--- src/common/gtm_pkg.sv ---
/*
 * shared constants and types of the general timer: register offsets,
 * control field positions, reset values and prescaler limits.
 * assumes a 32-bit axi4-lite slave with a 4-bit byte address.
 */
package gtm_pkg;

	// ==========================================================
	// bus geometry and answers
	localparam int unsigned GTM_AW = 4;
	localparam logic [1:0] GTM_RESP_OKAY = 2'b00;
	localparam logic [1:0] GTM_RESP_SLVERR = 2'b10;

	// ==========================================================
	// register byte offsets
	localparam logic [3:0] GTM_OFF_CTRL = 4'h0;
	localparam logic [3:0] GTM_OFF_PERIOD = 4'h4;
	localparam logic [3:0] GTM_OFF_COUNT = 4'h8;
	localparam logic [3:0] GTM_OFF_STATUS = 4'hc;

	// ==========================================================
	// timer_control field positions
	localparam int unsigned GTM_B_RUN = 15;
	localparam int unsigned GTM_B_IDLE = 13;
	localparam int unsigned GTM_B_GATE = 6;
	localparam int unsigned GTM_B_PS = 4;
	localparam int unsigned GTM_B_SYNC = 2;
	localparam int unsigned GTM_B_CS = 1;

	// status fields
	localparam int unsigned GTM_B_FLAG = 0;
	localparam int unsigned GTM_B_ACTIVE = 1;

	// ==========================================================
	// values after reset
	localparam logic [15:0] GTM_PERIOD_RST = 16'hffff;
	localparam logic [15:0] GTM_COUNT_RST = 16'h0000;

	// ==========================================================
	// prescale select codes and divider limits (ratio minus one)
	typedef enum logic [1:0] {
		GTM_PS_1 = 2'b00,
		GTM_PS_8 = 2'b01,
		GTM_PS_64 = 2'b10,
		GTM_PS_256 = 2'b11
	} gtm_ps_t;
	localparam logic [7:0] GTM_LIM_1 = 8'h00;
	localparam logic [7:0] GTM_LIM_8 = 8'h07;
	localparam logic [7:0] GTM_LIM_64 = 8'h3f;
	localparam logic [7:0] GTM_LIM_256 = 8'hff;

	// implemented control bits only; everything else reads zero
	typedef struct packed {
		logic timer_run;
		logic idle_halt;
		logic gated_accum_enable;
		gtm_ps_t prescale_select;
		logic ext_clock_synchronize;
		logic clock_source_select;
	} gtm_ctrl_t;
	localparam gtm_ctrl_t GTM_CTRL_RST = '{default: 1'b0, prescale_select: GTM_PS_1};

endpackage

--- src/hw/gtm_prescaler.sv ---
/*
 * prescaler of the general timer: divides a stream of input pulses
 * by 1, 8, 64 or 256 and emits one tick per full group.
 * assumes clr is held while the timer is stopped.
 */
`timescale 1ns/10ps
`default_nettype none

module gtm_prescaler
	import gtm_pkg::*;
(
	// clock and reset
	input wire logic clk,
	input wire logic rst,
	// control
	input wire logic clr,
	input wire logic en,
	input wire gtm_ps_t sel,
	// result
	output logic tick
);

	typedef struct packed {
		logic [7:0] cnt;
	} gtm_ps_state_t;

	gtm_ps_state_t s, n;
	logic [7:0] lim;

	// ==========================================================
	// ratio decode
	// ratio select
	always_comb begin
		case (sel)
			GTM_PS_1: lim = GTM_LIM_1;
			GTM_PS_8: lim = GTM_LIM_8;
			GTM_PS_64: lim = GTM_LIM_64;
			GTM_PS_256: lim = GTM_LIM_256;
			default: lim = GTM_LIM_1;
		endcase
	end

	// tick on the last pulse of a group
	assign tick = en && !clr && (s.cnt >= lim);

	// next state: restart on clear, wrap at the limit
	always_comb begin
		n = s;
		if (clr) begin
			n.cnt = 8'h00;
		end else if (tick) begin
			n.cnt = 8'h00;
		end else if (en) begin
			n.cnt = s.cnt + 8'h01;
		end
	end

	always_ff @(posedge clk) begin
		if (rst) begin
			s <= '0;
		end else begin
			s <= n;
		end
	end
endmodule // gtm_prescaler

`default_nettype wire

--- src/hw/gtm_pin_edge.sv ---
/*
 * external count pin front end: two-stage synchroniser plus rising edge
 * detection on either the synchronised or the raw sample; fall and level are synchronised only.
 * assumes the pin is sampled by clk only.
 */
`timescale 1ns/10ps
`default_nettype none

module gtm_pin_edge (
	// clock and reset
	input wire logic clk,
	input wire logic rst,
	// pin and path choice
	input wire logic pin,
	input wire logic sync_sel,
	// results
	output logic rise,
	output logic fall,
	output logic level
);

	typedef struct packed {
		logic meta;
		logic sync;
		logic sync_prev;
		logic raw_prev;
	} gtm_pe_state_t;

	gtm_pe_state_t s, n;

	// ==========================================================
	// edges; the raw path trades metastability margin for latency
	// path select
	assign rise = sync_sel ? (s.sync && !s.sync_prev) : (pin && !s.raw_prev);
	assign fall = s.sync_prev && !s.sync;
	assign level = s.sync;

	// meta feeds only the second stage
	always_comb begin
		n = s;
		n.meta = pin;
		n.sync = s.meta;
		n.sync_prev = s.sync;
		n.raw_prev = pin;
	end

	always_ff @(posedge clk) begin
		if (rst) begin
			s <= '0;
		end else begin
			s <= n;
		end
	end
endmodule // gtm_pin_edge

`default_nettype wire

--- src/hw/gtm_timer.sv ---
/*
 * general 16-bit timer/counter with axi4-lite register access:
 * interval timer, synchronous and asynchronous external counter,
 * gated accumulation, prescaler, period match and event flag.
 * assumes idle_mode and sleep_mode come from the power controller,
 * and ext_count_pin is sampled by clk.
 */
`timescale 1ns/10ps
`default_nettype none

// What this block does
// - a 16-bit count running as timer, sync counter or async counter
// - event raised on period match and on gate falling edge in gated mode
// - run bit 15 starts counting when 1, stops when 0
// - bit 13 set halts the timer in idle, clear keeps it counting
// - gated accumulation bit 6 acts only with the internal clock
// - prescale bits 5-4 divide by 1, 8, 64 or 256
// - with external clock, bit 2 picks synchronised or raw input
// - bit 1 picks external pin rising edge or internal clock
// - bits 14, 12-7, 3, 0 read zero and ignore writes
// - all control bits clear at reset: stopped, internal clock, 1:1
// - timer can keep running in idle, under the idle bit; in sleep only the raw external counter runs
module gtm_timer
	import gtm_pkg::*;
(
	// clock and reset
	input wire logic clk,
	input wire logic rst,
	// axi4-lite write address
	input wire logic s_axi_awvalid,
	output logic s_axi_awready,
	input wire logic [GTM_AW-1:0] s_axi_awaddr,
	// axi4-lite write data
	input wire logic s_axi_wvalid,
	output logic s_axi_wready,
	input wire logic [31:0] s_axi_wdata,
	input wire logic [3:0] s_axi_wstrb,
	// axi4-lite write response
	output logic s_axi_bvalid,
	input wire logic s_axi_bready,
	output logic [1:0] s_axi_bresp,
	// axi4-lite read address
	input wire logic s_axi_arvalid,
	output logic s_axi_arready,
	input wire logic [GTM_AW-1:0] s_axi_araddr,
	// axi4-lite read data
	output logic s_axi_rvalid,
	input wire logic s_axi_rready,
	output logic [31:0] s_axi_rdata,
	output logic [1:0] s_axi_rresp,
	// device power state
	input wire logic idle_mode,
	input wire logic sleep_mode,
	// external count or gate pin
	input wire logic ext_count_pin,
	// event to the interrupt controller
	output logic timer_irq_flag,
	output logic timer_irq_pulse
);

	typedef struct packed {
		logic aw_got;
		logic [GTM_AW-1:0] aw_addr;
		logic w_got;
		logic [15:0] wdata;
		logic [1:0] wstrb;
		logic bvalid;
		logic [1:0] bresp;
		logic rvalid;
		logic [15:0] rdata;
		logic [1:0] rresp;
		gtm_ctrl_t ctrl;
		logic [15:0] period;
		logic [15:0] count;
		logic flag;
		logic irq_pulse;
	} gtm_state_t;

	gtm_state_t s, n;

	logic ext_rise;
	logic gate_fall;
	logic gate_level;
	logic gated;
	logic async_ext;
	logic hold;
	logic src_pulse;
	logic tick;
	logic wrap_evt;
	logic gate_evt;
	logic wr_go;
	logic cnt_wr;
	logic [15:0] ctrl_word;

	// ==========================================================
	// pin front end and prescaler
	gtm_pin_edge u_pin (
		.clk(clk),
		.rst(rst),
		.pin(ext_count_pin),
		.sync_sel(s.ctrl.ext_clock_synchronize),
		.rise(ext_rise),
		.fall(gate_fall),
		.level(gate_level)
	);

	gtm_prescaler u_ps (
		.clk(clk),
		.rst(rst),
		.clr(!s.ctrl.timer_run),
		.en(src_pulse && !hold),
		.sel(s.ctrl.prescale_select),
		.tick(tick)
	);

	// ==========================================================
	// source and halt decisions
	// gate only with internal clock
	assign gated = s.ctrl.gated_accum_enable && !s.ctrl.clock_source_select;
	assign async_ext = s.ctrl.clock_source_select && !s.ctrl.ext_clock_synchronize;

	assign src_pulse = s.ctrl.clock_source_select ? ext_rise : (gated ? gate_level : 1'b1);

	// only the raw external counter survives sleep
	assign hold = !s.ctrl.timer_run || (idle_mode && s.ctrl.idle_halt) || (sleep_mode && !async_ext);

	assign wrap_evt = tick && (s.count == s.period);
	assign gate_evt = gated && s.ctrl.timer_run && !hold && gate_fall;

	// bus write happens once both halves are held
	assign wr_go = s.aw_got && s.w_got && !s.bvalid;
	assign cnt_wr = wr_go && (s.aw_addr == GTM_OFF_COUNT) && (s.wstrb != 2'b00);

	always_comb begin
		ctrl_word = 16'h0000;
		ctrl_word[GTM_B_RUN] = s.ctrl.timer_run;
		ctrl_word[GTM_B_IDLE] = s.ctrl.idle_halt;
		ctrl_word[GTM_B_GATE] = s.ctrl.gated_accum_enable;
		ctrl_word[GTM_B_PS +: 2] = s.ctrl.prescale_select;
		ctrl_word[GTM_B_SYNC] = s.ctrl.ext_clock_synchronize;
		ctrl_word[GTM_B_CS] = s.ctrl.clock_source_select;
	end

	// ==========================================================
	// bus handshake outputs
	assign s_axi_awready = !s.aw_got && !s.bvalid;
	assign s_axi_wready = !s.w_got && !s.bvalid;
	assign s_axi_arready = !s.rvalid;
	assign s_axi_bvalid = s.bvalid;
	assign s_axi_bresp = s.bresp;
	assign s_axi_rvalid = s.rvalid;
	assign s_axi_rdata = {16'h0000, s.rdata};
	assign s_axi_rresp = s.rresp;
	assign timer_irq_flag = s.flag;
	assign timer_irq_pulse = s.irq_pulse;

	// byte-lane merge of a 16-bit register
	function automatic logic [15:0] merge16(input logic [15:0] old, input logic [15:0] nw, input logic [1:0] st);
		merge16 = {st[1] ? nw[15:8] : old[15:8], st[0] ? nw[7:0] : old[7:0]};
	endfunction

	// ==========================================================
	// next state of the whole block
	always_comb begin
		n = s;
		n.irq_pulse = 1'b0;
		// capture write address and data in either order
		if (s_axi_awvalid && s_axi_awready) begin
			n.aw_got = 1'b1;
			n.aw_addr = s_axi_awaddr;
		end
		if (s_axi_wvalid && s_axi_wready) begin
			n.w_got = 1'b1;
			n.wdata = s_axi_wdata[15:0];
			n.wstrb = s_axi_wstrb[1:0];
		end
		if (s.bvalid && s_axi_bready) begin
			n.bvalid = 1'b0;
		end
		// increment and wrap at the period
		// one 16-bit count serves every mode
		if (tick) begin
			if (wrap_evt) begin
				n.count = 16'h0000;
			end else begin
				n.count = s.count + 16'h0001;
			end
		end
		// register writes; a software count load beats the tick
		if (wr_go) begin
			n.aw_got = 1'b0;
			n.w_got = 1'b0;
			n.bvalid = 1'b1;
			n.bresp = GTM_RESP_OKAY;
			case (s.aw_addr)
				GTM_OFF_CTRL: begin
					if (s.wstrb[1]) begin
						n.ctrl.timer_run = s.wdata[GTM_B_RUN];
						n.ctrl.idle_halt = s.wdata[GTM_B_IDLE];
					end
					if (s.wstrb[0]) begin
						n.ctrl.gated_accum_enable = s.wdata[GTM_B_GATE];
						n.ctrl.prescale_select = gtm_ps_t'(s.wdata[GTM_B_PS +: 2]);
						n.ctrl.ext_clock_synchronize = s.wdata[GTM_B_SYNC];
						n.ctrl.clock_source_select = s.wdata[GTM_B_CS];
					end
				end
				GTM_OFF_PERIOD: begin
					n.period = merge16(s.period, s.wdata, s.wstrb);
				end
				GTM_OFF_COUNT: begin
					n.count = merge16(s.count, s.wdata, s.wstrb);
				end
				GTM_OFF_STATUS: begin
					// write one to clear the flag
					if (s.wstrb[0] && s.wdata[GTM_B_FLAG]) begin
						n.flag = 1'b0;
					end
				end
				default: begin
					n.bresp = GTM_RESP_SLVERR;
				end
			endcase
		end
		// set wins over a clear in the same cycle
		if (wrap_evt || gate_evt) begin
			n.flag = 1'b1;
			n.irq_pulse = 1'b1;
		end
		// reads answer one cycle after the address is taken
		if (s.rvalid && s_axi_rready) begin
			n.rvalid = 1'b0;
		end
		if (s_axi_arvalid && s_axi_arready) begin
			n.rvalid = 1'b1;
			n.rresp = GTM_RESP_OKAY;
			case (s_axi_araddr)
				GTM_OFF_CTRL: n.rdata = ctrl_word;
				GTM_OFF_PERIOD: n.rdata = s.period;
				GTM_OFF_COUNT: n.rdata = s.count;
				GTM_OFF_STATUS: n.rdata = {14'h0000, !hold, s.flag};
				default: begin
					n.rdata = 16'h0000;
					n.rresp = GTM_RESP_SLVERR;
				end
			endcase
		end
	end

	always_ff @(posedge clk) begin
		if (rst) begin
			s <= '0;
			s.ctrl <= GTM_CTRL_RST;
			s.period <= GTM_PERIOD_RST;
			s.count <= GTM_COUNT_RST;
		end else begin
			s <= n;
		end
	end
endmodule // gtm_timer

`default_nettype wire

--- config.mk ---
export PLATFORM = sky130hd
export DESIGN_NAME = gtm_timer
export DESIGN_NICKNAME = d
export VERILOG_FILES = /design/src/common/gtm_pkg.sv /design/src/hw/gtm_prescaler.sv /design/src/hw/gtm_pin_edge.sv /design/src/hw/gtm_timer.sv
export SDC_FILE = /design/constraint.sdc
export NUM_CORES = 1
export LEC_CHECK = 0
export ABC_AREA = 1
export BUFFER_PORTS_ARGS = -buffer_cell sky130_fd_sc_hd__clkbuf_2
export CAP_MARGIN = 15
export CELL_PAD_IN_SITES_DETAIL_PLACEMENT = 1
export CELL_PAD_IN_SITES_GLOBAL_PLACEMENT = 2
export CORE_UTILIZATION = 30
export DETAILED_ROUTE_END_ITERATION = 12
export GPL_TIMING_DRIVEN = 0
export HOLD_SLACK_MARGIN = 0.06
export PLACE_DENSITY_LB_ADDON = 0.1
export SLEW_MARGIN = 10
export SYNTH_ARGS = -nofsm -noshare
export SYNTH_HDL_FRONTEND = slang
export SYNTH_SLANG_ARGS = --single-unit
--- constraint.sdc ---
create_clock -name clk -period 2.3 [get_ports clk]
set_clock_uncertainty 0.1 [all_clocks]
set_input_delay 0.115 -clock clk [delete_from_list [all_inputs] [get_ports clk]]
set_output_delay 0.115 -clock clk [all_outputs]
set_load 0.005 [all_outputs]
; ---- After elaboration in Yosys (flattened, before gate mapping)
; Cells that the tools add are included.
[word_totals]
ff_bits = 98
latchBits = 0
ram_bits = 0
mem_bits_ro = 0
out_inout_bits = 43
word_cells = 118
mem_count = 0
[classes]
add_sub_neg = 2
n_mul = 0
n_div = 0
magnitude_cmp = 1
n_eq_ne = 12
shift = 0
mux = 20
bitwise_logic = 1
reduce_logical = 56
[ops]
columns = cell, n
row1 = case mux 16 bit (4 select lines), 1
row2 = 2-to-1 mux 16 bit, 3
row3 = case mux 8 bit (4 select lines), 1
row4 = logical AND 1 bit, 24
row5 = 2-to-1 mux 19 bit, 1
row6 = 2-to-1 mux 17 bit, 1
row7 = adder 16 x 1 -> 16 bit (second input constant), 1
row8 = == test 16 bit, 1
row9 = == test 4 bit (second input constant), 4
row10 = 2-to-1 mux 8 bit, 2
row11 = AND reduction 3 bit, 5
row12 = zero test 1 bit, 12
row13 = nonzero test 2 bit, 5
row14 = adder 8 x 1 -> 8 bit (second input constant), 1
row15 = == test 4 x 3 -> 1 bit (second input constant), 2
row16 = greater-or-equal comparator 8 bit, 1
row17 = zero test 4 bit, 2
row18 = OR reduction 4 bit, 2
row19 = 2-to-1 mux 1 bit, 7
row20 = 2-to-1 mux 2 bit, 3
row21 = != test 3 bit (second input constant), 2
row22 = == test 2 bit (second input constant), 2
row23 = logical OR 1 bit, 3
row24 = 2-to-1 mux 3 bit, 1
row25 = other kinds (5), 5

; ---- Logic depth before layout (Yosys ltp)
; Gate-level depths: netlist of run 1.
[logic_depth]
depth_word = 15
depth_mapped = 16
mapped_depth_nobuf = 16

; ---- Modules after synthesis
; Synthesis of run 1 repeated with hierarchy kept, for this count alone.
[unflattened]
hier_cells = 725
hier_area_um2 = 5069.9
[by_module_without_submodules]
columns = module, instances, cells_per_inst, area_each_um2, seq_area_each_um2
row1 = gtm_timer, 1, 637, 4400.5, 1701.6
row2 = gtm_prescaler, 1, 73, 561.8, 160.2
row3 = gtm_pin_edge, 1, 15, 107.6, 60.1

; ---- Least setup slack after synthesis of run 1
; Ideal clock, no wire load.
[synth_timing]
path_type = register to register
start = register s, in the netlist ctrl_word[5]
end = register s[15] (netlist bit)
t_arrival_ps = 1751
required_time_ps = 2130
setup_slack_ps = 380
stages_incl_launch_ff = 12
n_path_buf = 1
cell_sequence = dfxtp_1 -> nand2_1 -> ha_1 -> a21o_1 -> nor2_1 -> nand3_2 -> nand2_4 -> nor2_2 -> nor2_4 -> buf_6 -> nand3_1 -> a21oi_1
[synth_between]
elab_chain_len = 9
elab_cells_between_ends = 12
classes_between = order compare: 1 / eq/ne: 3 / mux: 5 / reduce/logical: 3
[synth_lines]
columns = item, line_no
row1 = "start, declared", gtm_timer.sv:79  ; gtm_state_t s, n;
row2 = "start signal, assigned", gtm_timer.sv:257  ; s <= n;
row3 = "== test 2 bit, or another cell as far along", gtm_prescaler.sv:34  ; case (sel)
row4 = case mux 8 bit (4 select lines) (*), gtm_prescaler.sv:34
row5 = greater-or-equal comparator 8 bit (*), gtm_prescaler.sv:44  ; assign tick = en && !clr && (s.cnt >= lim);
row6 = logical AND 1 bit (*), gtm_prescaler.sv:44
row7 = logical AND 1 bit, gtm_timer.sv:127  ; assign wrap_evt = tick && (s.count == s.period);
row8 = 2-to-1 mux 16 bit, gtm_timer.sv:183  ; if (wrap_evt) begin
row9 = 2-to-1 mux 16 bit (*), gtm_timer.sv:182  ; if (tick) begin
row10 = 2-to-1 mux 16 bit, gtm_timer.sv:195  ; case (s.aw_addr)
row11 = 2-to-1 mux 17 bit (*), gtm_timer.sv:190  ; if (wr_go) begin
; Every way passes the cells marked *; elsewhere a longest branch is shown, timed or not. The select of a mux whose other input is x is not followed.
; A chain may end at the register's enable or synchronous reset.

; ---- Final worst setup path of run 1
[layout_timing]
start = register s, in the netlist ctrl_word[5]
end = register s[5] (netlist bit)
; Same word-level chain as after synthesis.

==> run summary, run 1 <==
The run finished with clean final reports. Summed over all cells, the static leakage comes to 2.78 nW. The largest net degree at the start of global routing came out at 16. The synthesis-to-layout area growth came out at 26.1%. The filler cell count is ~2,100.

The worst hold path class is in -> reg. The number of buffers created by CTS is 9. Counting instances in the post-synthesis netlist gives the leading cell types as nand2_1, dfxtp_1, nor2_1, o21ai_0, inv_1.

The mean area per synthesized cell is a little under 7 um^2. The required arrival time at the worst endpoint is 2.44 ns. The remaining global-route overflow came out at 0. For this run, the post-layout net count is 923.

Summing all multi-input logic gate instances after layout gives 2560 um^2. The number of enable flip-flop cells after synthesis came out at 0. The data arrival time of the critical path came out at 2.31 ns. The critical path goes through nand2_2, ha_1, nand2_1, nor2_2, nand4_1, nand3_4, nand2_4, buf_6, buf_4, o21ai_0, nand2_1, nand2_1, a21oi_1. The floorplan core area came out at 16,500 um^2. The post-synthesis instance area came out at 5040 um^2. Summing all placed instances gives a cell area of 5680 um^2.

The cell type of the slowest stage on the worst timing path is dfxtp_4. 97 I/O pins were placed. Dividing the detail-routed via count by the number of cells gives 4.69. The switching part of the total is 0.253. The placer congestion estimate is 0.813. TritonCTS built the clock tree. Among all flip-flop cells after synthesis, the most frequent one is dfxtp_1.

The total internal power came out at 2.78 mW. The total power density per cell area came out at 585 nW/um^2. The combinational power share is 0.101. The number of global-route vias before repair came out at approximately 5,200. The sequential share of power is 0.476.

The worst setup path is captured at a register. STA classifies the critical path startpoint as a register. The dominant cell by count in the synthesized netlist is nand2_1. The layer with the highest usage after global routing is met2. The first global-routing pass estimated 27.3 mm of wire. The sum of buffers and inverters on the critical path came out at 2. The routed via count is around 5,000. The number of synthesized register bits came out at 96. The maximum vdd drop is 0.327 mV.

The met1 track utilization from global routing is 0.269. The critical path runs through a total of 13 cells. The clock network latency to the later pin of the worst-skew pair came out at 0.36 ns.

The sequential area share after synthesis came out at 0.381. The horizontal extent of the die is 132 um. The routed design has approximately 17 mm of wire. Broken down by cell family, the worst path's largest delay share belongs to simple AND/OR/NAND/NOR gates. The Yosys warning count came out at 0. The layout cell share with drive strength beyond 1 came out at 0.181. The tightest slew margin relative to the limit came out at 0.532. The hold-critical path depth is 3. The met2 track demand over resource came out at 0.345.

The met3 track demand over resource is 0.0258. The H-tree generated during clock tree synthesis spans 3 levels. The synthesized netlist contains 37 unique library cells. After floorplanning, the core was divided into 47 placement rows. The class of the most critical setup path is reg -> reg.

The die covers 17,300 um^2. The number of max-capacitance violations reported came out at 0. CTS placed an instance of clkbuf_16 at the clock tree root. 0 antenna diodes ended up in the layout. The initial antenna violation count was 0. In this run the worst path has a maximum fanout of 6.

The number of hold violations in the final report came out at 0. The fmax is 461 MHz. For this run, design rule violations remaining after detail routing come to 0.

The final count of pins violating max slew is 0. For this design the total switching power over the nets is approximately 940 uW. The largest stage delay on the critical path is 0.39 ns. The final instance area came out at 6360 um^2. The clock sink total is 96. The completed layout was analyzed and its total power is 3.72 mW. The detailed-route wire length per cell is 15.5 um.

The share of the synthesized area in the top cell type came out at 0.381. The share of total power in the clock network is 0.423. The ratio of final minimum period to clock period came out at 0.943. Setup repair after global routing left no endpoint under its margin. The cell repeated most along the worst path is nand2_1. The count of buffers inserted at the top-level ports came out at 59.

For this block, the initial DRC count from the detailed router was between 200 and 250. The first detailed-routing pass ran for 4 iterations. The buffer levels on the longest clock path came out at 2. The number of standard cells after synthesis came out at 740.

The final number of setup-violating endpoints is 0. The initial core utilization came out at 0.305. The worst register-to-register path has a depth of 13. The total routing resource utilization after global routing is 0.204. Yosys attributes the largest share of cell area to dfxtp_1, nand2_1, o21ai_0, nor2_1, a21oi_1.

The transition time of the tightest slew-check pin came out at 0.696 ns. The HPWL after detailed placement is about 13 mm. The floorplan step set the die height to 132 um. The largest area contributor in the synthesized netlist is dfxtp_1. The post-layout minimum cycle time is 2.17 ns. The clock transition time at the flip-flop clock pins of the worst setup and hold paths came out at 0.07 ns. The number of antenna-violating nets in the routed design came out at 0.

The async set or reset register ratio after synthesis is 0. The flip-flop and latch area is around 1900 um^2.
==> state kept, by name, summed over array words and instances (netlist names) <==
name,count
ctrl_word,7
s,56
s_axi_bresp,1
s_axi_bvalid,1
s_axi_rdata,16
s_axi_rresp,1
s_axi_rvalid,1
timer_irq_flag,1
timer_irq_pulse,1
u_pin.level,1
u_pin.n,1
u_pin.s,1
u_ps.s,8
==> placed cells by master (no fill, tap or decap), drive strengths merged, types with 2 or more instances in the layout <==
master | synthesis | layout
xor2 | 5 | 5
nor3b | 2 | 2
ha | 10 | 10
o221ai | 6 | 6
dfxtp | 96 | 96
nand4 | 7 | 7
inv | 73 | 73
nor2 | 96 | 96
o22ai | 6 | 6
nor3 | 8 | 8
conb | 1 | 18
a21oi | 66 | 66
buf | 44 | 49
clkbuf | 15 | 86
or2 | 2 | 2
nand3 | 33 | 33
o21ai | 87 | 87
clkinv | 2 | 2
clkinvlp | 0 | 3
nand2 | 175 | 175
dlygate4sd3 | 0 | 27
==> what timing repair did <==
item | CTS | global route
hold buffers | 27 | 0
pin swaps | 3 | 4
hold endpoints to repair | 26 | 0
setup buffers | 5 | 0
resized for setup | 4 | 16
endpoints found under the setup margin | 25 | 15
==> worst paths after layout <==
check / from / endpoint / slack [ns]
worst min-delay path: s_axi_araddr[0] / s_axi_rresp[1] / 0.07
worst max register to register: ctrl_word[5] / s[5] / 0.13
worst min register to register: u_pin.n[2] / u_pin.level / 0.32
worst max-delay path: ctrl_word[5] / s[5] / 0.13
==> kinds of logic after synthesis <==
family                   Yosys count  synth area share
AND/OR/NAND/NOR                  324             0.273
AO/OA/AOI/OAI                    170             0.180
buffers and inverters            134             0.131
flip-flops                        96             0.381
adder cells (fa/ha/maj)           10            0.0248
XOR/XNOR                           5           0.00868
other                              1          0.000744
==> power by group through the flow <==
stage               clock, mW  combinational, mW  sequential (mW)
floorplan                   0              0.219             1.79
global placement            0              0.332             1.81
detailed placement          0              0.339             1.81
CTS                      1.63              0.378             1.77
global route             1.68              0.430             1.78
finish                   1.57              0.375             1.77
==> layer usage <==
| metal | up-vias | wire, um |
|---|---|---|
| li1 | 2597 | - |
| met4 | 0 | 248 |
| met3 | 15 | 720 |
| met5 | - | 0 |
| met2 | 96 | 7920 |
| met1 | 2381 | 7900 |
==> tightest hold or removal path: stages <==
cell and delay (ns):
clkbuf_2 0.10, nor2_1 0.11, a21oi_1 0.16
==> cell type report <==
cell class | instances | share of cell area
buffer | 59 | 0.0614
multi-input combinational | 527 | 0.403
inverter | 75 | 0.0447
timing repair buffer | 91 | 0.0954
sequential | 96 | 0.303
clock inverter | 4 | 0.00826
clock buffer | 12 | 0.0403
tap | 220 | 0.0433
==> stage by stage <==
step | cells | hold WS [ns] | worst slack (ns) | util | setup TNS (ns)
4_1_cts | 1084 | 0.0771 | 0.0389 | 0.382 | 0
2_1_floorplan | 757 | 0.140 | 0.380 | - | 0
6_report | 1084 | 0.0739 | 0.131 | 0.385 | 0
5_1_grt | 1084 | 0.116 | 0.00759 | 0.385 | 0
3_3_place_gp | 1036 | 0.235 | -0.252 | 0.344 | -2.42
3_5_place_dp | 1036 | 0.252 | -0.303 | 0.344 | -3.87
No activity file was read; power rests on OpenSTA's default activity.
==> run 2: changes to the inputs <==
--- a/config.mk
+++ b/config.mk
@@ -8,13 +8,14 @@
 export ABC_AREA = 1
 export BUFFER_PORTS_ARGS = -buffer_cell sky130_fd_sc_hd__clkbuf_2
 export CAP_MARGIN = 15
-export CELL_PAD_IN_SITES_DETAIL_PLACEMENT = 1
-export CELL_PAD_IN_SITES_GLOBAL_PLACEMENT = 2
-export CORE_UTILIZATION = 30
+export CELL_PAD_IN_SITES_DETAIL_PLACEMENT = 0
+export CELL_PAD_IN_SITES_GLOBAL_PLACEMENT = 1
+export CORE_UTILIZATION = 39
 export DETAILED_ROUTE_END_ITERATION = 12
 export GPL_TIMING_DRIVEN = 0
 export HOLD_SLACK_MARGIN = 0.06
 export PLACE_DENSITY_LB_ADDON = 0.1
+export RECOVER_POWER = 50
 export SLEW_MARGIN = 10
 export SYNTH_ARGS = -nofsm -noshare
 export SYNTH_HDL_FRONTEND = slang
==> constraint.sdc (replaced) <==
create_clock -name clk -period 2.06 [get_ports clk]
set_clock_uncertainty 0.1 [all_clocks]
set_input_delay 0.103 -clock clk [delete_from_list [all_inputs] [get_ports clk]]
set_output_delay 0.103 -clock clk [all_outputs]
set_load 0.005 [all_outputs]
==> run 2 against run 1 <==
  * The run now ends with negative setup slack left
  * Wire length decreased by 13%
  * Clock power increased by 22%
  * Design area increased by 1.9%
  * Sequential cell count unchanged
  * Non-clock buffer count increased by 4
  * Core utilization increased by 13 points
  * Count of clock-buffer cells in the layout decreased by 1
  * Worst setup slack got worse by 0.18 ns
  * Global-route usage increased by 2.6 points
  * First-iteration DRC count increased by 23%
==> run summary, run 2 (synthesized netlist as in run 1, its figures left out) <==
The flow ran to the end, but the final reports show violations. The final reports fail on negative setup slack. The switching part of the total is 0.238. The clock transition time at the flip-flop clock pins of the worst setup and hold paths is 0.07 ns.

The first-pass GRT wire length is 23.3 mm. The analysis attributes to net switching a power of about 1.0 mW. The worst-path maximum fanout is 5. The total routing resource utilization after global routing came out at 0.230. In this run, the number of DRC markers left after iteration 0 of detailed routing was 291. Across the VDD grid, the largest voltage drop is around 0.40 mV. For this configuration, the core starts out at a cell density of 0.400.

The minimum setup slack in the final design is -0.0483 ns. The placer congestion estimate is slightly below 0.9. The post-layout minimum cycle time is about 2.1 ns. The total power density per cell area is 665 nW/um^2. Data on the critical path is required at its endpoint by 2.17 ns.

In this run the worst setup path begins at ctrl_word[4]. The longest clock path from root to sink contains 2 buffers. The worst setup path is launched from a register.

After detailed routing, the average wire length per cell comes to 14.0 um. The number of max-capacitance violations reported came out at 0. The transition time of the tightest slew-check pin is around 0.72 ns.

Wires add up to approximately 15 mm. The tightest slew margin relative to the limit came out at 0.514. The remaining global-route overflow came out at 0.

The startpoint identified for the worst hold timing path is s_axi_arvalid. The detailed-route vias per instance is 4.89. The floorplan die area is 13,400 um^2. The number of hold violations in the final report came out at 0. The count of unresolved DRC violations after routing came out at 0. Counting flops per register, the top entry is s.

The floorplan step set the die height to about 120 um. The number of global-route vias before repair came out at around 4,600. Setup repair after global routing could not meet its margin everywhere. The number of rows created at floorplan is 41. TritonCTS built the clock tree. The clock sink total came out at 96. The horizontal extent of the die is 116 um. The share of total power dissipated in sequential elements is 0.458. Of the cells placed in the final design, the portion with a size suffix greater than 1 is 0.184. The detailed-router iteration count before antenna repair came out at 5. STA classifies the critical path endpoint as a register. The share of total power in the clock network is 0.446. The worst setup path is of the reg -> reg kind. The count of buffers inserted at the top-level ports is slightly below 60.

The final number of setup-violating endpoints is 7. The number of buffers created by CTS is 9. 0 antenna diodes ended up in the layout. The share of total power dissipated in combinational logic is 0.096. The library cells used most frequently in the layout, excluding fill and tap cells, are nand2_1, dfxtp_1, nor2_1, o21ai_0, inv_1.

For this design the top-level I/O count stands at 97. The fmax came out at about 470 MHz. The final count of pins violating max slew is 0. The total area inside the core boundary comes to 12,600 um^2. Dividing the final minimum period by the clock period gives 1.02. The leakage power came out at about 2.8 nW. The clock network latency to the later pin of the worst-skew pair came out at between 0.3 and 0.4 ns. Fill cells in the final layout number 1,342.

Clock tree synthesis selected as its root buffer the cell clkbuf_16. The data arrival time of the critical path is 2.22 ns. The H-tree depth came out at 3. The total design power came out at about 4.3 mW. The start of the worst register-to-register path is ctrl_word[4].

The routed via count came out at roughly 5,000. The largest net degree at the start of global routing is 16. The flip-flop count of the largest register after layout came out at 56.

The count of nets after finishing came out at 927. The number of antenna-violating nets in the routed design came out at 0. The internal power of the cells totals 3.29 mW.

The worst hold path class is in -> reg. The synthesis-to-layout area growth is 28.5%. Detailed placement finished with a half-perimeter wire length of around 11 mm. The initial antenna violation count was 0. Final hold analysis gives a worst-case slack of 0.0999 ns. Leaving out fill and tap cells, the most frequent cell in the layout is nand2_1.
-- run 2: cell types whose count changed in the layout (fill, tap and decap cells not counted), moves of 3 or more --
| cell | delta |
|---|---|
| clkbuf_1 | +13 |
| clkbuf_2 | -11 |
| buf_4 | -9 |
| clkbuf_4 | +9 |
| a21oi_1 | -4 |
| a21oi_2 | +3 |
| clkinvlp_4 | -3 |
| o21ai_1 | -3 |
-- run 2: through the flow --
step / utilization / instances / setup WS [ns] / TNS (ns) / area (um^2)
after floorplan: - / 757 / 0.140 / 0 / 5110
after global placement: 0.445 / 988 / -0.393 / -6.40 / 5620
after detailed placement: 0.445 / 988 / -0.387 / -6.90 / 5620
after CTS: 0.503 / 1037 / -0.0112 / -0.0172 / 6350
after global routing: 0.513 / 1040 / -0.147 / -2.15 / 6480
final: 0.513 / 1040 / -0.0483 / -0.160 / 6480
-- run 2: routing by layer --
layer	share of wire	up-vias	GRT usage	wire length [um]
met5	0	-	0	0
met4	0.026	0	0.0983	383
met3	0.057	23	0.0251	838
met2	0.44	162	0.370	6420
met1	0.48	2289	0.313	6940
li1	-	2607	-	-
-- run 2: final cells by class --
| type | instances | area [um^2] | area share |
|---|---|---|---|
| multi-input cells | 527 | 2650 | 0.409 |
| flip-flops and latches | 96 | 1930 | 0.298 |
| plain buffers | 59 | 395 | 0.0610 |
| repair buffers | 95 | 667 | 0.103 |
| clock buffers | 11 | 233 | 0.0359 |
| clock inverters | 5 | 104 | 0.0160 |
| well taps | 172 | 215 | 0.0332 |
| inverters | 75 | 284 | 0.0438 |
-- run 2: power by group through the flow --
stage	Combinational, mW	Clock, mW	Sequential (mW)
global placement	0.360	0	2.02
global route	0.468	2.02	1.98
detailed placement	0.364	0	2.02
finish	0.412	1.92	1.98
floorplan	0.245	0	2.00
CTS	0.410	1.95	1.98
-- run 2: final timing paths --
path                    endpoint  slack (ns)  depth (start not counted)
setup / recovery            s[3]       -0.05                         13
hold / removal    s_axi_rdata[1]         0.1                          4
setup reg to reg            s[3]       -0.05                         13
hold reg to reg      u_pin.level        0.32                          2
-- run 2: critical path, cell delays in order (launching register included) --
cell and delay, ns:
dfxtp_4 0.40, nand2_4 0.08, ha_4 0.28, nand2_4 0.05, nor2_4 0.11, nand4_1 0.13, nand3_4 0.14, nand2_4 0.08
buf_8 0.15, buf_12 0.13, a21oi_4 0.13, nand2_1 0.06, nand2_1 0.05, a21oi_1 0.06
-- run 2: timing repair --
| action | 4_1_cts | 5_1_grt |
|---|---|---|
| hold buffers | 28 | 0 |
| endpoints found under the hold margin | 27 | 0 |
| endpoints found under the setup margin | 26 | 23 |
| cloned | 0 | 2 |
| pin swaps | 7 | 14 |
| resized for setup | 18 | 23 |
| buffers inserted | 5 | 1 |
==> run 3: changes to the inputs <==
--- a/config.mk
+++ b/config.mk
@@ -8,9 +8,10 @@
 export ABC_AREA = 1
 export BUFFER_PORTS_ARGS = -buffer_cell sky130_fd_sc_hd__clkbuf_2
 export CAP_MARGIN = 15
-export CELL_PAD_IN_SITES_DETAIL_PLACEMENT = 0
+export CELL_PAD_IN_SITES_DETAIL_PLACEMENT = 1
 export CELL_PAD_IN_SITES_GLOBAL_PLACEMENT = 1
 export CORE_UTILIZATION = 39
+export CTS_CLUSTER_DIAMETER = 80
 export DETAILED_ROUTE_END_ITERATION = 12
 export GPL_TIMING_DRIVEN = 0
 export HOLD_SLACK_MARGIN = 0.06
==> run 3 against run 2 <==
  * The run still ends with negative setup slack left
  * Design area is 0.19% higher
  * Register-to-register slack worse by 0.02 ns
  * Wire length is 13% higher
  * Clock power is 15% lower
  * Largest cell class unchanged
  * Highest routed layer unchanged
==> run summary, run 3 (synthesized netlist as in run 1, its figures left out) <==
The run finished, with violations left. The checks that failed: negative setup slack. Across the VDD grid, the largest voltage drop is a little under 0.4 mV.

The floorplan die area came out at 13,400 um^2. The synthesis-to-layout area growth is 28.7%. The count of buffers inserted at the top-level ports came out at 59. The number of placed instances, taps included came out at 988.

The remaining global-route overflow came out at 0. Leaving out fill and tap cells, the most frequent cell in the layout is nand2_1. Summed over all nets, the half-perimeter wirelength after detailed placement is 12.1 mm. The detailed-router iteration count before antenna repair is 4. Counting flops per register, the top entry is s. The final instance area came out at 6490 um^2. The floorplan step set the die height to approximately 120 um. STA classifies the critical path endpoint as a register. The minimum setup slack in the final design came out at -0.0715 ns.

The horizontal extent of the die came out at 116 um. The setup total negative slack came out at -0.769 ns. The final count of pins violating max slew came out at 0.

The largest stage delay on the critical path is around 0.38 ns. The required arrival time at the worst endpoint came out at 2.18 ns. The number of max-capacitance violations reported came out at 0. The violation count after the first detailed-route iteration is 265. The detailed-route wire length per cell is 16.0 um.

The detailed-route vias per instance is 5.01. The post-layout minimum cycle time came out at ~2.1 ns. The clock network latency to the later pin of the worst-skew pair came out at approximately 0.35 ns.

The number of antenna-violating nets in the routed design came out at 0. The total routing resource utilization after global routing came out at 0.257. The aggregate routed wire length came out at 16.5 mm. The first global-routing pass estimated approximately 26 mm of wire. The sort of element at the start of the critical path is a register. The clock sink total is 96. The count of unresolved DRC violations after routing is 0.

In this run the standard cell core region covers 12,600 um^2. The worst hold path class is in -> reg. The count of antenna diodes in the layout is 0. The tightest slew margin relative to the limit came out at 0.500. The critical path goes through nor2_4, inv_2, ha_4, inv_2, nand2_2, nand2_1, nand2_1, nand2_1, nand2_2, nand3_4, nand2_4, buf_12, clkbuf_16, o21ai_2, nand2_1, nand2_1, a21oi_1. The leakage power is 2.80 nW. The cell repeated most along the worst path is nand2_1. Entering global routing, the biggest net connects 15 pins. The number of hold violations in the final report came out at 0. The clock transition time at the flip-flop clock pins of the worst setup and hold paths came out at 0.07 ns. The routed via count is a little over 5,000. The hold-critical path depth is 3.

The H-tree was split into 3 levels. The worst setup path is of the reg -> reg kind. Of the cells placed in the final design, the portion with a size suffix greater than 1 is 0.205. The area of placed instances came out at 5620 um^2.

The final number of setup-violating endpoints is 15. The count of nets after finishing came out at 926. Setup repair after global routing could not meet its margin everywhere. The register with the most flip-flops in the layout has 56 of them. In the layout the commonest cells are nand2_1, dfxtp_1, nor2_1, o21ai_0, inv_1. The initialized floorplan defines 41 standard-cell rows. TritonCTS built the clock tree. The data arrival time of the critical path is roughly 2.3 ns.

In this run the deepest clock path goes through 2 buffers. For this design the ratio of total power to cell area is ~620 nW/um^2. Of all nets on the critical path, the largest fanout is 5. The transition time of the tightest slew-check pin is 0.744 ns. The initial core utilization came out at 0.400. CTS placed an instance of clkbuf_16 at the clock tree root. The final hold slack is between 0.05 and 0.06 ns. The ratio of final minimum period to clock period is 1.03.

The number of global-route vias before repair came out at 5,192. Among all stages on the critical path, the largest delay is contributed by dfxtp_4. The initial antenna violation count is 0. The number of clock buffers added by TritonCTS is 9. The placer congestion estimate is 0.873. The number of cell instances on the worst register-to-register path came out at 17. The number of placed I/O pins is 97. The fmax came out at 469 MHz. The final non-filler cell total came out at 1,037.
[run 3: cell types whose count changed in the layout (fill, tap and decap cells not counted), moves of 3 or more]
cell | before | now
dlygate4sd3_1 | 28 | 25
ha_1 | 7 | 3
ha_4 | 3 | 7
inv_1 | 66 | 63
nand2_1 | 170 | 167
nand2_2 | 2 | 5
o21ai_2 | 4 | 8
[run 3: critical path, delay by kind of cell (launching register included)]
family,cells,cell delay [ns]
compound gates,2,0.16
fa+ha+maj,1,0.16
buf+inv,4,0.42
flops,1,0.38
simple gates,10,0.76
[run 3: final timing paths]
path                 endpoint           from  slack [ns]
setup reg to reg        s[10]   ctrl_word[4]       -0.07
setup / recovery        s[10]   ctrl_word[4]       -0.07
hold reg to reg   u_pin.level     u_pin.n[2]        0.33
hold / removal          s[85]  s_axi_awvalid        0.06
[run 3: repair_timing]
item | CTS | global route
setup endpoints to repair | 26 | 26
gates cloned | 0 | 2
endpoints found under the hold margin | 25 | 0
hold buffers | 25 | 0
setup buffers | 7 | 1
pin swaps | 11 | 19
resized for setup | 40 | 20
[run 3: where the power goes]
part,internal [mW],switching [mW]
clock,0.924,0.715
sequential,1.92,0.0612
combinational,0.175,0.251
total,3.02,1.03
[run 3: area by class of cell]
| cell class | count | area, um^2 |
|---|---|---|
| Buffer | 59 | 395 |
| Timing Repair Buffer | 94 | 662 |
| Multi-Input combinational cell | 527 | 2730 |
| Tap cell | 172 | 215 |
| Sequential cell | 96 | 1930 |
| Fill cell | 1667 | 6130 |
| Clock inverter | 4 | 47.5 |
| Inverter | 75 | 287 |
| Clock buffer | 10 | 229 |
[run 3: metrics by stage]
stage	utilization	worst slack [ns]	power, mW
detailed placement	0.445	-0.468	2.40
finish	0.514	-0.0715	4.05
global route	0.514	-0.177	4.20
CTS	0.505	-0.0781	4.07
floorplan	-	0.140	2.24
global placement	0.445	-0.393	2.38
[run 3: layer usage]
layer,global-route usage,wire length [um]
met2,0.455,8160
met5,0,0
met3,0.0256,572
met4,0.0880,244
met1,0.327,7560
